### src/msl_pkg.sv
package msl_pkg;
  // register byte offsets
  localparam logic [7:0] MSL_OFF_CTRL = 8'h00;
  localparam logic [7:0] MSL_OFF_STATUS = 8'h04;
  localparam logic [7:0] MSL_OFF_INT_STAT = 8'h08;
  localparam logic [7:0] MSL_OFF_INT_MASK = 8'h0C;
  localparam logic [7:0] MSL_OFF_CMD = 8'h10;
  localparam logic [7:0] MSL_OFF_CABLE_DLY = 8'h14;
  localparam logic [7:0] MSL_OFF_SAMPLE_DIV = 8'h18;

  // control field positions and codes
  localparam int MSL_CTRL_MODE_LSB = 0;
  localparam int MSL_CTRL_SRC_LSB = 2;
  localparam logic [1:0] MSL_MODE_ALONE = 2'h0;
  localparam logic [1:0] MSL_MODE_MASTER = 2'h1;
  localparam logic [1:0] MSL_MODE_FOLLOW = 2'h2;
  localparam logic [1:0] MSL_SRC_RTC = 2'h0;
  localparam logic [1:0] MSL_SRC_PTP = 2'h1;
  localparam logic [1:0] MSL_SRC_IRIG = 2'h2;
  localparam logic [1:0] MSL_SRC_GPS = 2'h3;

  // command bits, self clearing
  localparam int MSL_CMD_START = 0;
  localparam int MSL_CMD_STOP = 1;
  localparam int MSL_CMD_PAUSE = 2;
  localparam int MSL_CMD_TRIG = 3;

  // interrupt status / mask bits
  localparam int MSL_IRQ_W = 5;
  localparam int MSL_IRQ_UP = 0;
  localparam int MSL_IRQ_LOST = 1;
  localparam int MSL_IRQ_START = 2;
  localparam int MSL_IRQ_STOP = 3;
  localparam int MSL_IRQ_TRIG = 4;

  // status field positions
  localparam int MSL_ST_LINK_LSB = 0;
  localparam int MSL_ST_REC = 3;
  localparam int MSL_ST_PAUSED = 4;
  localparam int MSL_ST_MODE_LSB = 5;

  // reset values
  localparam logic [1:0] MSL_MODE_RST = 2'h0;
  localparam logic [1:0] MSL_SRC_RST = 2'h0;
  localparam logic [7:0] MSL_DLY_RST = 8'h00;
  localparam logic [15:0] MSL_DIV_RST = 16'h0009;

  // receiver inputs handled by the link monitor
  localparam int MSL_RX_W = 8;
  localparam int MSL_EV_W = 5;

  typedef enum logic [2:0] {
    MSL_NO_LINK = 3'b001,
    MSL_ALIGNED = 3'b010,
    MSL_DATA = 3'b100
  } msl_link_t;
endpackage : msl_pkg

### src/msl_link_if.sv
`timescale 1ns/10ps
`default_nettype none
interface msl_link_if;
  import msl_pkg::*;
  logic enable;
  msl_link_t state;
  logic led_sig;
  logic led_data;
  logic up_p;
  logic lost_p;
  logic rx_trig_p;
  logic rx_start_p;
  logic rx_pause_p;
  logic rx_stop_p;
  logic rx_tick_p;
  modport mon (
    input enable,
    output state, led_sig, led_data, up_p, lost_p,
    output rx_trig_p, rx_start_p, rx_pause_p, rx_stop_p, rx_tick_p
  );
  modport ctl (
    output enable,
    input state, led_sig, led_data, up_p, lost_p,
    input rx_trig_p, rx_start_p, rx_pause_p, rx_stop_p, rx_tick_p
  );
endinterface : msl_link_if
`default_nettype wire

### src/msl_sync_ctrl.sv
// Overview of operation
// - two lamps show no link, aligned, data
// - point to point uses extended sync automatically
// - master fans out to followers, star only
// - software selects master, follower or stand-alone
// - stand-alone ignores the link completely
// - master and stand-alone record time information; a follower does not
// - follower disables time source, follows master
// - master time from RTC, PTP, IRIG or GPS
// - align first sample, share ticks, triggers, delay
// - start, pause, trigger synchronous; stop is not
//
// The placing of the registers and the APB register port were decided locally.
`timescale 1ns/10ps
`default_nettype none
module msl_sync_ctrl
  import msl_pkg::*;
(
  input wire logic pclk,
  input wire logic presetn,
  input wire logic [7:0] paddr,
  input wire logic psel,
  input wire logic penable,
  input wire logic pwrite,
  input wire logic [31:0] pwdata,
  output logic [31:0] prdata,
  output logic pready,
  output logic pslverr,
  input wire logic rx_sig_det,
  input wire logic rx_align_det,
  input wire logic rx_valid_det,
  input wire logic rx_trig,
  input wire logic rx_start,
  input wire logic rx_pause,
  input wire logic rx_stop,
  input wire logic rx_tick,
  input wire logic chan_trig_in,
  output logic led_sig_detect,
  output logic led_data,
  output logic tx_trig,
  output logic tx_start,
  output logic tx_pause,
  output logic tx_stop,
  output logic tx_tick,
  output logic sample_tick,
  output logic first_sample,
  output logic rec_active,
  output logic rec_paused,
  output logic trig_out,
  output logic [1:0] time_src_sel,
  output logic time_src_en,
  output logic time_rec_en,
  output logic irq
);
  typedef struct packed {
    logic [1:0] mode;
    logic [1:0] src;
    logic [7:0] dly;
    logic [15:0] div;
    logic [MSL_IRQ_W-1:0] int_stat;
    logic [MSL_IRQ_W-1:0] int_mask;
    logic pready;
    logic pslverr;
    logic [31:0] prdata;
    logic [15:0] div_cnt;
    logic [7:0] dly_cnt;
    logic [2:0] pend;
    logic rec;
    logic paused;
    logic arm_first;
    logic first;
    logic tick;
    logic trig;
    logic tx_trig;
    logic tx_start;
    logic tx_pause;
    logic tx_stop;
    logic tx_tick;
    logic [1:0] tsel;
    logic tsen;
    logic trec;
    logic irq;
  } msl_ctrl_t;

  msl_ctrl_t r_reg;
  msl_ctrl_t r_next;
  msl_link_if lnk();

  logic is_m;
  logic is_f;
  assign is_m = (r_reg.mode == MSL_MODE_MASTER);
  assign is_f = (r_reg.mode == MSL_MODE_FOLLOW);
  // mode code 3 decodes as stand-alone, so a stray code keeps the link off
  assign lnk.enable = is_m | is_f;

  msl_link_mon u_mon (
    .pclk(pclk),
    .presetn(presetn),
    .rx_sig_det(rx_sig_det),
    .rx_align_det(rx_align_det),
    .rx_valid_det(rx_valid_det),
    .rx_trig(rx_trig),
    .rx_start(rx_start),
    .rx_pause(rx_pause),
    .rx_stop(rx_stop),
    .rx_tick(rx_tick),
    .lnk(lnk)
  );

  always_comb begin
    logic acc;
    logic wr;
    logic hit;
    logic linked;
    logic loc_tick;
    logic [3:0] cmd;
    logic [2:0] req;
    logic [2:0] act;
    logic stop_now;
    logic [31:0] rd;
    logic [MSL_IRQ_W-1:0] ev;
    logic [MSL_IRQ_W-1:0] w1c;
    acc = psel & penable;
    wr = acc & r_reg.pready & pwrite;
    hit = 1'b1;
    linked = (lnk.state == MSL_DATA);
    loc_tick = 1'b0;
    cmd = 4'h0;
    req = 3'h0;
    act = 3'h0;
    stop_now = 1'b0;
    rd = 32'h0000_0000;
    ev = '0;
    w1c = '0;
    r_next = r_reg;

    // bus: one wait state, then pready from a flop
    r_next.pready = acc & ~r_reg.pready;
    // unmapped offsets read as zero and answer with pslverr
    unique case (paddr)
      MSL_OFF_CTRL: rd[3:0] = {r_reg.src, r_reg.mode};
      MSL_OFF_STATUS: begin
        rd[MSL_ST_LINK_LSB +: 3] = lnk.state;
        rd[MSL_ST_REC] = r_reg.rec;
        rd[MSL_ST_PAUSED] = r_reg.paused;
        rd[MSL_ST_MODE_LSB +: 2] = r_reg.mode;
      end
      MSL_OFF_INT_STAT: rd[MSL_IRQ_W-1:0] = r_reg.int_stat;
      MSL_OFF_INT_MASK: rd[MSL_IRQ_W-1:0] = r_reg.int_mask;
      MSL_OFF_CMD: rd = 32'h0000_0000;
      MSL_OFF_CABLE_DLY: rd[7:0] = r_reg.dly;
      MSL_OFF_SAMPLE_DIV: rd[15:0] = r_reg.div;
      default: hit = 1'b0;
    endcase
    if (acc && !r_reg.pready) begin
      r_next.prdata = pwrite ? 32'h0000_0000 : rd;
      r_next.pslverr = ~hit;
    end else begin
      r_next.pslverr = 1'b0;
    end
    if (wr) begin
      unique case (paddr)
        MSL_OFF_CTRL: begin
          r_next.mode = pwdata[MSL_CTRL_MODE_LSB +: 2];
          r_next.src = pwdata[MSL_CTRL_SRC_LSB +: 2];
        end
        MSL_OFF_INT_STAT: w1c = pwdata[MSL_IRQ_W-1:0];
        MSL_OFF_INT_MASK: r_next.int_mask = pwdata[MSL_IRQ_W-1:0];
        MSL_OFF_CMD: cmd = pwdata[3:0];
        MSL_OFF_CABLE_DLY: r_next.dly = pwdata[7:0];
        MSL_OFF_SAMPLE_DIV: r_next.div = pwdata[15:0];
        default: ;
      endcase
    end

    // sample clock: a follower never runs its own divider, so no drift
    if (is_f) begin
      loc_tick = lnk.rx_tick_p;
      r_next.div_cnt = 16'h0000;
    end else if (r_reg.div_cnt >= r_reg.div) begin
      loc_tick = 1'b1;
      r_next.div_cnt = 16'h0000;
    end else begin
      r_next.div_cnt = r_reg.div_cnt + 16'h0001;
    end
    r_next.tick = loc_tick;
    r_next.tx_tick = is_m & loc_tick;

    // start, pause and trigger requests {trig, pause, start}
    req = {cmd[MSL_CMD_TRIG] | chan_trig_in,
           cmd[MSL_CMD_PAUSE], cmd[MSL_CMD_START]};
    stop_now = cmd[MSL_CMD_STOP];
    r_next.tx_trig = 1'b0;
    r_next.tx_start = 1'b0;
    r_next.tx_pause = 1'b0;
    r_next.tx_stop = 1'b0;
    if (is_f) begin
      // a follower asks upstream and acts on the master's echo
      r_next.tx_start = linked & req[0];
      r_next.tx_pause = linked & req[1];
      r_next.tx_trig = linked & req[2];
      r_next.tx_stop = linked & stop_now;
      act = {lnk.rx_trig_p, lnk.rx_pause_p, lnk.rx_start_p};
      stop_now = stop_now | lnk.rx_stop_p;
    end else begin
      if (is_m) begin
        // follower requests are re-sent to every follower port
        req = req | {lnk.rx_trig_p, lnk.rx_pause_p, lnk.rx_start_p};
        stop_now = stop_now | lnk.rx_stop_p;
        // extended set always on when a partner is linked
        r_next.tx_start = linked & req[0];
        r_next.tx_pause = linked & req[1];
        r_next.tx_trig = linked & req[2];
        r_next.tx_stop = linked & stop_now;
      end
      // master waits one cable delay so both ends act together;
      // requests during a wait join the pending group
      // limitation: a stop does not flush a start still held in the group
      if (!is_m || r_reg.dly == 8'h00) begin
        act = req | r_reg.pend;
        r_next.pend = 3'h0;
        r_next.dly_cnt = 8'h00;
      end else if (r_reg.pend == 3'h0) begin
        r_next.pend = req;
        r_next.dly_cnt = r_reg.dly;
      end else if (r_reg.dly_cnt <= 8'h01) begin
        act = r_reg.pend | req;
        r_next.pend = 3'h0;
        r_next.dly_cnt = 8'h00;
      end else begin
        r_next.pend = r_reg.pend | req;
        r_next.dly_cnt = r_reg.dly_cnt - 8'h01;
      end
    end

    // recording state; stop is applied at once, unsynchronised
    if (stop_now) begin
      r_next.rec = 1'b0;
      r_next.paused = 1'b0;
      r_next.arm_first = 1'b0;
    end else if (act[0]) begin
      if (!r_reg.rec) begin
        r_next.arm_first = 1'b1;
      end
      r_next.rec = 1'b1;
      r_next.paused = 1'b0;
    end else if (act[1] && r_reg.rec) begin
      r_next.paused = 1'b1;
    end
    // first_sample marks the tick that lines up all units after a start
    r_next.first = 1'b0;
    if (r_next.arm_first && loc_tick) begin
      r_next.first = 1'b1;
      r_next.arm_first = 1'b0;
    end
    r_next.trig = act[2];

    // time base: follower has no source and records no time
    // a follower must not stamp time of its own; the master owns it
    r_next.tsen = ~is_f;
    r_next.tsel = is_f ? MSL_SRC_RTC : r_reg.src;
    r_next.trec = ~is_f & r_next.rec;

    // a stop in the same cycle as a start wins, so no start is flagged
    ev[MSL_IRQ_UP] = lnk.up_p;
    ev[MSL_IRQ_LOST] = lnk.lost_p;
    ev[MSL_IRQ_START] = act[0] & ~stop_now;
    ev[MSL_IRQ_STOP] = stop_now;
    ev[MSL_IRQ_TRIG] = act[2];
    // a new event beats a clear in the same cycle
    r_next.int_stat = (r_reg.int_stat & ~w1c) | ev;
    r_next.irq = |(r_next.int_stat & r_next.int_mask);
  end

  always_ff @(posedge pclk or negedge presetn) begin
    if (!presetn) begin
      r_reg <= '{mode: MSL_MODE_RST, src: MSL_SRC_RST, dly: MSL_DLY_RST,
                 div: MSL_DIV_RST, prdata: 32'h0000_0000,
                 div_cnt: 16'h0000, dly_cnt: 8'h00, tsen: 1'b1,
                 default: '0};
    end else begin
      r_reg <= r_next;
    end
  end

  assign prdata = r_reg.prdata;
  assign pready = r_reg.pready;
  assign pslverr = r_reg.pslverr;
  assign led_sig_detect = lnk.led_sig;
  assign led_data = lnk.led_data;
  assign tx_trig = r_reg.tx_trig;
  assign tx_start = r_reg.tx_start;
  assign tx_pause = r_reg.tx_pause;
  assign tx_stop = r_reg.tx_stop;
  assign tx_tick = r_reg.tx_tick;
  assign sample_tick = r_reg.tick;
  assign first_sample = r_reg.first;
  assign rec_active = r_reg.rec;
  assign rec_paused = r_reg.paused;
  assign trig_out = r_reg.trig;
  assign time_src_sel = r_reg.tsel;
  assign time_src_en = r_reg.tsen;
  assign time_rec_en = r_reg.trec;
  assign irq = r_reg.irq;
endmodule : msl_sync_ctrl
`default_nettype wire

### src/msl_link_mon.sv
`timescale 1ns/10ps
`default_nettype none
module msl_link_mon
  import msl_pkg::*;
(
  input wire logic pclk,
  input wire logic presetn,
  input wire logic rx_sig_det,
  input wire logic rx_align_det,
  input wire logic rx_valid_det,
  input wire logic rx_trig,
  input wire logic rx_start,
  input wire logic rx_pause,
  input wire logic rx_stop,
  input wire logic rx_tick,
  msl_link_if.mon lnk
);
  typedef struct packed {
    logic [MSL_RX_W-1:0] s1;
    logic [MSL_RX_W-1:0] s2;
    logic [MSL_EV_W-1:0] prev;
    msl_link_t state;
    logic led_sig;
    logic led_data;
    logic up;
    logic lost;
    logic [MSL_EV_W-1:0] ev;
  } msl_mon_t;

  msl_mon_t r_reg;
  msl_mon_t r_next;
  logic sig;
  logic align;
  logic valid;
  logic [MSL_EV_W-1:0] lvl;

  assign sig = r_reg.s2[0];
  assign align = r_reg.s2[1];
  assign valid = r_reg.s2[2];
  assign lvl = r_reg.s2[7:3];

  always_comb begin
    r_next = r_reg;
    r_next.s1 = {rx_tick, rx_stop, rx_pause, rx_start, rx_trig,
                 rx_valid_det, rx_align_det, rx_sig_det};
    r_next.s2 = r_reg.s1;
    r_next.prev = lvl;
    r_next.up = 1'b0;
    r_next.lost = 1'b0;
    if (!lnk.enable) begin
      r_next.state = MSL_NO_LINK;
    end else begin
      unique case (r_reg.state)
        MSL_NO_LINK: begin
          if (sig && align) begin
            r_next.state = MSL_ALIGNED;
          end
        end
        MSL_ALIGNED: begin
          if (!sig || !align) begin
            r_next.state = MSL_NO_LINK;
          end else if (valid) begin
            r_next.state = MSL_DATA;
            r_next.up = 1'b1;
          end
        end
        MSL_DATA: begin
          if (!sig || !align) begin
            r_next.state = MSL_NO_LINK;
            r_next.lost = 1'b1;
          end else if (!valid) begin
            r_next.state = MSL_ALIGNED;
            r_next.lost = 1'b1;
          end
        end
        default: r_next.state = MSL_NO_LINK;
      endcase
    end
    // two lamps: off/off, on/off, on/on
    r_next.led_sig = (r_next.state != MSL_NO_LINK);
    r_next.led_data = (r_next.state == MSL_DATA);
    // remote commands count only while valid data flows
    r_next.ev = (r_reg.state == MSL_DATA) ? (lvl & ~r_reg.prev) : '0;
  end

  always_ff @(posedge pclk or negedge presetn) begin
    if (!presetn) begin
      r_reg <= '{s1: '0, s2: '0, prev: '0, state: MSL_NO_LINK,
                 led_sig: 1'b0, led_data: 1'b0, up: 1'b0, lost: 1'b0,
                 ev: '0};
    end else begin
      r_reg <= r_next;
    end
  end

  assign lnk.state = r_reg.state;
  assign lnk.led_sig = r_reg.led_sig;
  assign lnk.led_data = r_reg.led_data;
  assign lnk.up_p = r_reg.up;
  assign lnk.lost_p = r_reg.lost;
  assign lnk.rx_trig_p = r_reg.ev[0];
  assign lnk.rx_start_p = r_reg.ev[1];
  assign lnk.rx_pause_p = r_reg.ev[2];
  assign lnk.rx_stop_p = r_reg.ev[3];
  assign lnk.rx_tick_p = r_reg.ev[4];
endmodule : msl_link_mon
`default_nettype wire

### config.mk
export PLATFORM = sky130hd
export DESIGN_NAME = msl_sync_ctrl
export DESIGN_NICKNAME = d
export VERILOG_FILES = /design/src/msl_pkg.sv /design/src/msl_link_if.sv /design/src/msl_sync_ctrl.sv /design/src/msl_link_mon.sv
export SDC_FILE = /design/constraint.sdc
export NUM_CORES = 1
export LEC_CHECK = 0
export ABC_AREA = 1
export BUFFER_PORTS_ARGS = -buffer_cell sky130_fd_sc_hd__buf_2
export CAP_MARGIN = 15
export CORE_MARGIN = 2
export CORE_UTILIZATION = 25
export DETAILED_ROUTE_END_ITERATION = 8
export PLACE_DENSITY_LB_ADDON = 0.08
export REMOVE_ABC_BUFFERS = 1
export SKIP_CTS_REPAIR_TIMING = 1
export SLEW_MARGIN = 20
export SYNTH_ARGS = -nofsm -noshare
export SYNTH_HDL_FRONTEND = slang
export SYNTH_SLANG_ARGS = --single-unit
### constraint.sdc
create_clock -name pclk -period 2 [get_ports pclk]
set_clock_uncertainty 0.05 [all_clocks]
set_input_delay 0.5 -clock pclk [delete_from_list [all_inputs] [get_ports pclk]]
set_output_delay 0.5 -clock pclk [all_outputs]
set_load 0.1 [all_outputs]
==> Yosys cells after proc, flatten, opt, wreduce, memory -nomap -nowiden <==
Index checks and enable logic that the tools add are counted.
{ "totals": {"ram_bits": 0, "latchBits": 0, "mem_bits_ro": 0, "ff_bits": 148, "mem_count": 0, "inputBits": 54} }
{ "op_classes": {"reduce_logical": 19, "shift": 0, "n_bitwise": 30, "addsub": 2, "multipliers": 0, "n_mux": 54, "n_eq_ne": 13, "order_cmp": 2, "div_mod_pow": 0} }
{ "op_table": {"columns": ["operator", "n"], "rows": [
  ["16-bit 2-to-1 mux", 3],
  ["3-bit 2-to-1 mux", 13],
  ["11-bit 2-to-1 mux", 3],
  ["5-bit 2-to-1 mux", 5],
  ["8-bit by 5-bit equality test with 1-bit output, second input constant", 3],
  ["4-bit one-hot mux with 6 select lines", 1],
  ["1-bit 2-to-1 mux", 17],
  ["16-bit by 1-bit adder with 16-bit output, second input constant", 1],
  ["8-bit by 4-bit equality test with 1-bit output, second input constant", 2],
  ["16-bit >= comparator", 1],
  ["8-bit logical NOT", 2],
  ["4-bit 2-to-1 mux", 4],
  ["1-bit AND", 15],
  ["5-bit AND", 3],
  ["5-bit NOT", 2],
  ["3-bit one-hot mux with 3 select lines", 1],
  ["8-bit by 3-bit equality test with 1-bit output, second input constant", 1],
  ["8-bit by 1-bit less-or-equal comparator with 1-bit output, second input constant", 1],
  ["8-bit 2-to-1 mux", 1],
  ["8-bit by 1-bit subtractor with 8-bit output, second input constant", 1],
  ["7-bit OR reduction", 1],
  ["3-bit equality test, second input constant", 2],
  ["2-bit 2-to-1 mux", 3],
  ["3-bit OR", 2],
  ["18 further kinds", 32]
]} }

==> Depth between registers and ports, before layout <==
{ "logic_depth": {"word_depth": 19, "ltp_mapped": 14, "mapped_depth_nobuf": 14} }

==> Modules after synthesis <==
Synthesis repeated with hierarchy kept, for this count alone.
{ "unflattened": {"cells_unflattened": 718, "hier_area_um2": 6518.8} }
{ "by_module_without_submodules": {"columns": ["module", "area_each_um2", "seq_area_each_um2", "cells_each", "n_inst"], "rows": [
  ["msl_sync_ctrl", 5495.3, 2481.1, 647, 1],
  ["msl_link_mon", 1023.5, 827.0, 71, 1]
]} }

==> Worst setup path before layout <==
No wires, ideal clock.
{ "synth_timing": {"path_kind": "register to register", "startpoint": "reg r_reg, in the netlist pready", "endpoint": "reg r_reg, in the netlist irq", "setup_slack_ps": -142, "path_buffers": 1, "arrival_ps": 1971, "path_stages_with_launch": 11, "t_required_ps": 1829, "cell_sequence": "dfrtp_1 > nand2_1 > nor2_1 > buf_2 > nand2_4 > nand2_1 > nand2_2 > nand2_1 > nand3_1 > a21oi_1 > nand2_1"} }
{ "synth_lines": {"columns": ["element", "line_no", "text"], "rows": [
  ["start, declared", "msl_sync_ctrl.sv:85", "msl_ctrl_t r_reg;"],
  ["start signal, assigned", "msl_sync_ctrl.sv:277", "r_reg <= '{mode: MSL_MODE_RST, src: MSL_SRC_RST, dly: MSL_DLY_RST,"],
  ["start signal, assigned", "msl_sync_ctrl.sv:282", "r_reg <= r_next;"]
]} }

==> results.md <==
- Post-layout nets: 915
- Final Instance Area: 0.00806 sq mm
- First-pass GRT wire length: 28.1 mm
- Vias in the first global route: 5,024
- Die height: about 160 um
- Power per cell area: 836 mW/mm^2
- Post-synthesis sequential area ratio: between 50% and 60%
- Setup-failing EPs final: 0
- GP Congestion: 0.807
- Grt ovf: 0
- Top cell type's share of synthesized area: 50.3%
- Max cap viols: 0
- Buffers on Ports: 72
- Final Hold Fails: 0
- Layout cells sized above 1: roughly 26%
- GRT busiest layer: met2
- CP Capture Type: register
- Die area: 0.0268 sq mm
- Clock transition at path regs: 0.06 ns
- RR Startpoint: r_reg[96]
- Status: finished, final reports clean
- Netlist Area Pre-Place: 0.00637 sq mm
- Clock Latency Late Sink: 0.42 ns
- ANT nets after route: 0
- Clock Tree Root: clkbuf_16
- Vias per std cell: about 4.3
- Initial antenna violation count: 0
- FF-to-FF setup slack: 0.05 ns
- Row count: 58
- Synthesized instance count: 725
- Switching Share: ~29%
- M3 GR Usage: 2.77%
- H-tree depth: 4
- Max Root-Sink Buffers: 2
- Synth cell count leaders: nand2_1 (170), dfrtp_1 (128), inv_1 (88)
- Peak supply drop: 0.376 mV
- Internal power: 4.81 mW
- DR iter-0 viols: 251
- Seq pwr share: 42.6%
- RSZ-0062 raised after global routing: yes
- CTS tree: built
- CP max FO: 8
- Critical path arrival: 2.24 ns
- Worst hold start: rx_start
- Final wirelength: 17.6 mm
- CTS Buf Count: 17
- Async SR Flop Fraction: 100%
- Startpoint types: register
- Routed length per instance: 14.9 um
- Core ar.: 0.0251 sq mm
- GRT Total Usage: 13.9%
- Leak: 3.99 nW
- Die Wd: about 160 um
- Final WS setup: a little under 0.05 ns
- Vias: around 5,000
- Ys Warns: 0
- Req. time, crit path: 2.29 ns
- Synth Register Bits: 132
- Final worst-path cycle share: a little over nine tenths
- Starting density of the core: 25.4%
- Distinct cells, synth: between 40 and 50
- Detail Placement HPWL: 13.5 mm
- DP Area: 0.00733 sq mm
- Hold Path Class: input port to register
- FF-to-FF End: r_reg[36]
- Relative slew slack: 66.8%
- Largest net degree at the start of global routing: 39
- Worst slew pin tran: 0.493 ns
- CTS sink cnt: 132
- DRT Pass-1 Iters: 5
- Final Critical Period: 1.95 ns
- Critical path class: register to register
- Met1 GRT Util: about 20%
- Worst setup path start: r_reg[96]
- Ranking of synthesized cells by area: dfrtp_1 (50%), nand2_1 (10%), inv_1 (5.2%)
- WHS Endpoint: u_mon.r_next[21]
- Mean Syn Cell Area: 8.79 sq um
- # IOs: 105
- Most used DFF post-synth: dfrtp_1
- Max reg flops: 66
- Cells on Worst Hold Path: 1
- Final TNS setup: 0 ns
- Combinational Power Share: 12.4%
- Cells on worst reg2reg path: 9
- Layout area overhead: 26.6%
- Synth area leader: dfrtp_1
- Post-synth EDFFs: 0
- DRC viols: 0
- Fin. max-slew vios: 0
- DP Worst Slack: -0.0970 ns
- Clock power frac: about 45%
- Antenna cell count: 0
- Most common cell in the netlist: nand2_1
- Peak Freq: a little over 500 MHz
- Switching power of the nets: 1.93 mW
- Met2 Usage GRT: about a fifth
==> worst max-delay path, cell delays in order (launching register included) <==
cell     delay, ns
dfrtp_1       0.37
inv_2         0.05
ha_1          0.30
a21oi_2       0.12
o21ai_0       0.12
a21oi_2       0.20
buf_6         0.14
nand4_4       0.17
buf_12        0.20
nor3b_4       0.15
==> how the worst max path moves through the flow <==
stage	cells after the start	end
floorplan	9	irq
global placement	8	prdata[3]
detailed placement	8	prdata[3]
CTS	9	first_sample
global route	10	r_reg[36]
finish	9	r_reg[36]
==> cells by family (layout without fill, tap and decap cells) <==
group | after synthesis | count (layout) | synth area share [%]
buf+inv | 137 | 250 | 10.5
simple gates | 317 | 317 | 22.0
flops | 132 | 132 | 51.9
compound gates | 106 | 106 | 9.92
xor+xnor | 11 | 11 | 1.51
fa+ha+maj | 21 | 21 | 4.12
other cells | 1 | 16 | 0.0589
==> through the flow <==
| step | utilization [%] | cells | power [mW] | hold slack, ns |
|---|---|---|---|---|
| finish | 32.1 | 1183 | 6.74 | 0.129 |
| global placement | 29.2 | 1149 | 3.71 | 0.283 |
| global route | 32.1 | 1183 | 7.11 | 0.107 |
| floorplan | - | 695 | 3.44 | 0.154 |
| detailed placement | 29.2 | 1149 | 3.73 | 0.285 |
| CTS | 31.4 | 1181 | 6.81 | -0.0512 |
==> routing by layer <==
layer	vias to the layer above	routed length, um
met2	141	7680
met5	-	0
li1	2525	-
met4	0	223
met1	2418	8990
met3	14	744
==> power by group through the flow <==
| stage | Sequential (mW) | Combinational [mW] | Clock (mW) |
|---|---|---|---|
| after global routing | 2.89 | 0.960 | 3.26 |
| after floorplan | 2.93 | 0.510 | 0 |
| final | 2.88 | 0.839 | 3.03 |
| after global placement | 2.92 | 0.797 | 0 |
| after CTS | 2.87 | 0.814 | 3.12 |
| after detailed placement | 2.92 | 0.809 | 0 |
==> placed cells by master (no fill, tap or decap), types with 5 or more instances in the layout <==
cell type	count
a21oi_1	24
a21oi_2	5
a32o_1	9
buf_2	71
buf_4	47
clkbuf_16	18
conb_1	16
dfrtp_1	128
ha_1	17
inv_1	84
inv_2	7
nand2_1	167
nand2_2	10
nand3_1	25
nand3_2	6
nor2_1	69
nor2_2	8
nor3_1	7
nor3_2	8
o21ai_0	24
o21ai_1	17
o22ai_1	9
xor2_1	8
==> layout make-up <==
class / count / area, sq um
Clock buffer: 19 / 443
Clock inverter: 13 / 125
Fill cell: 2680 / 17000
Inverter: 92 / 349
Multi-Input combinational cell: 471 / 2580
Sequential cell: 132 / 3310
Tap cell: 330 / 413
Timing Repair Buffer: 126 / 846
(Power assumes the default switching activity.)
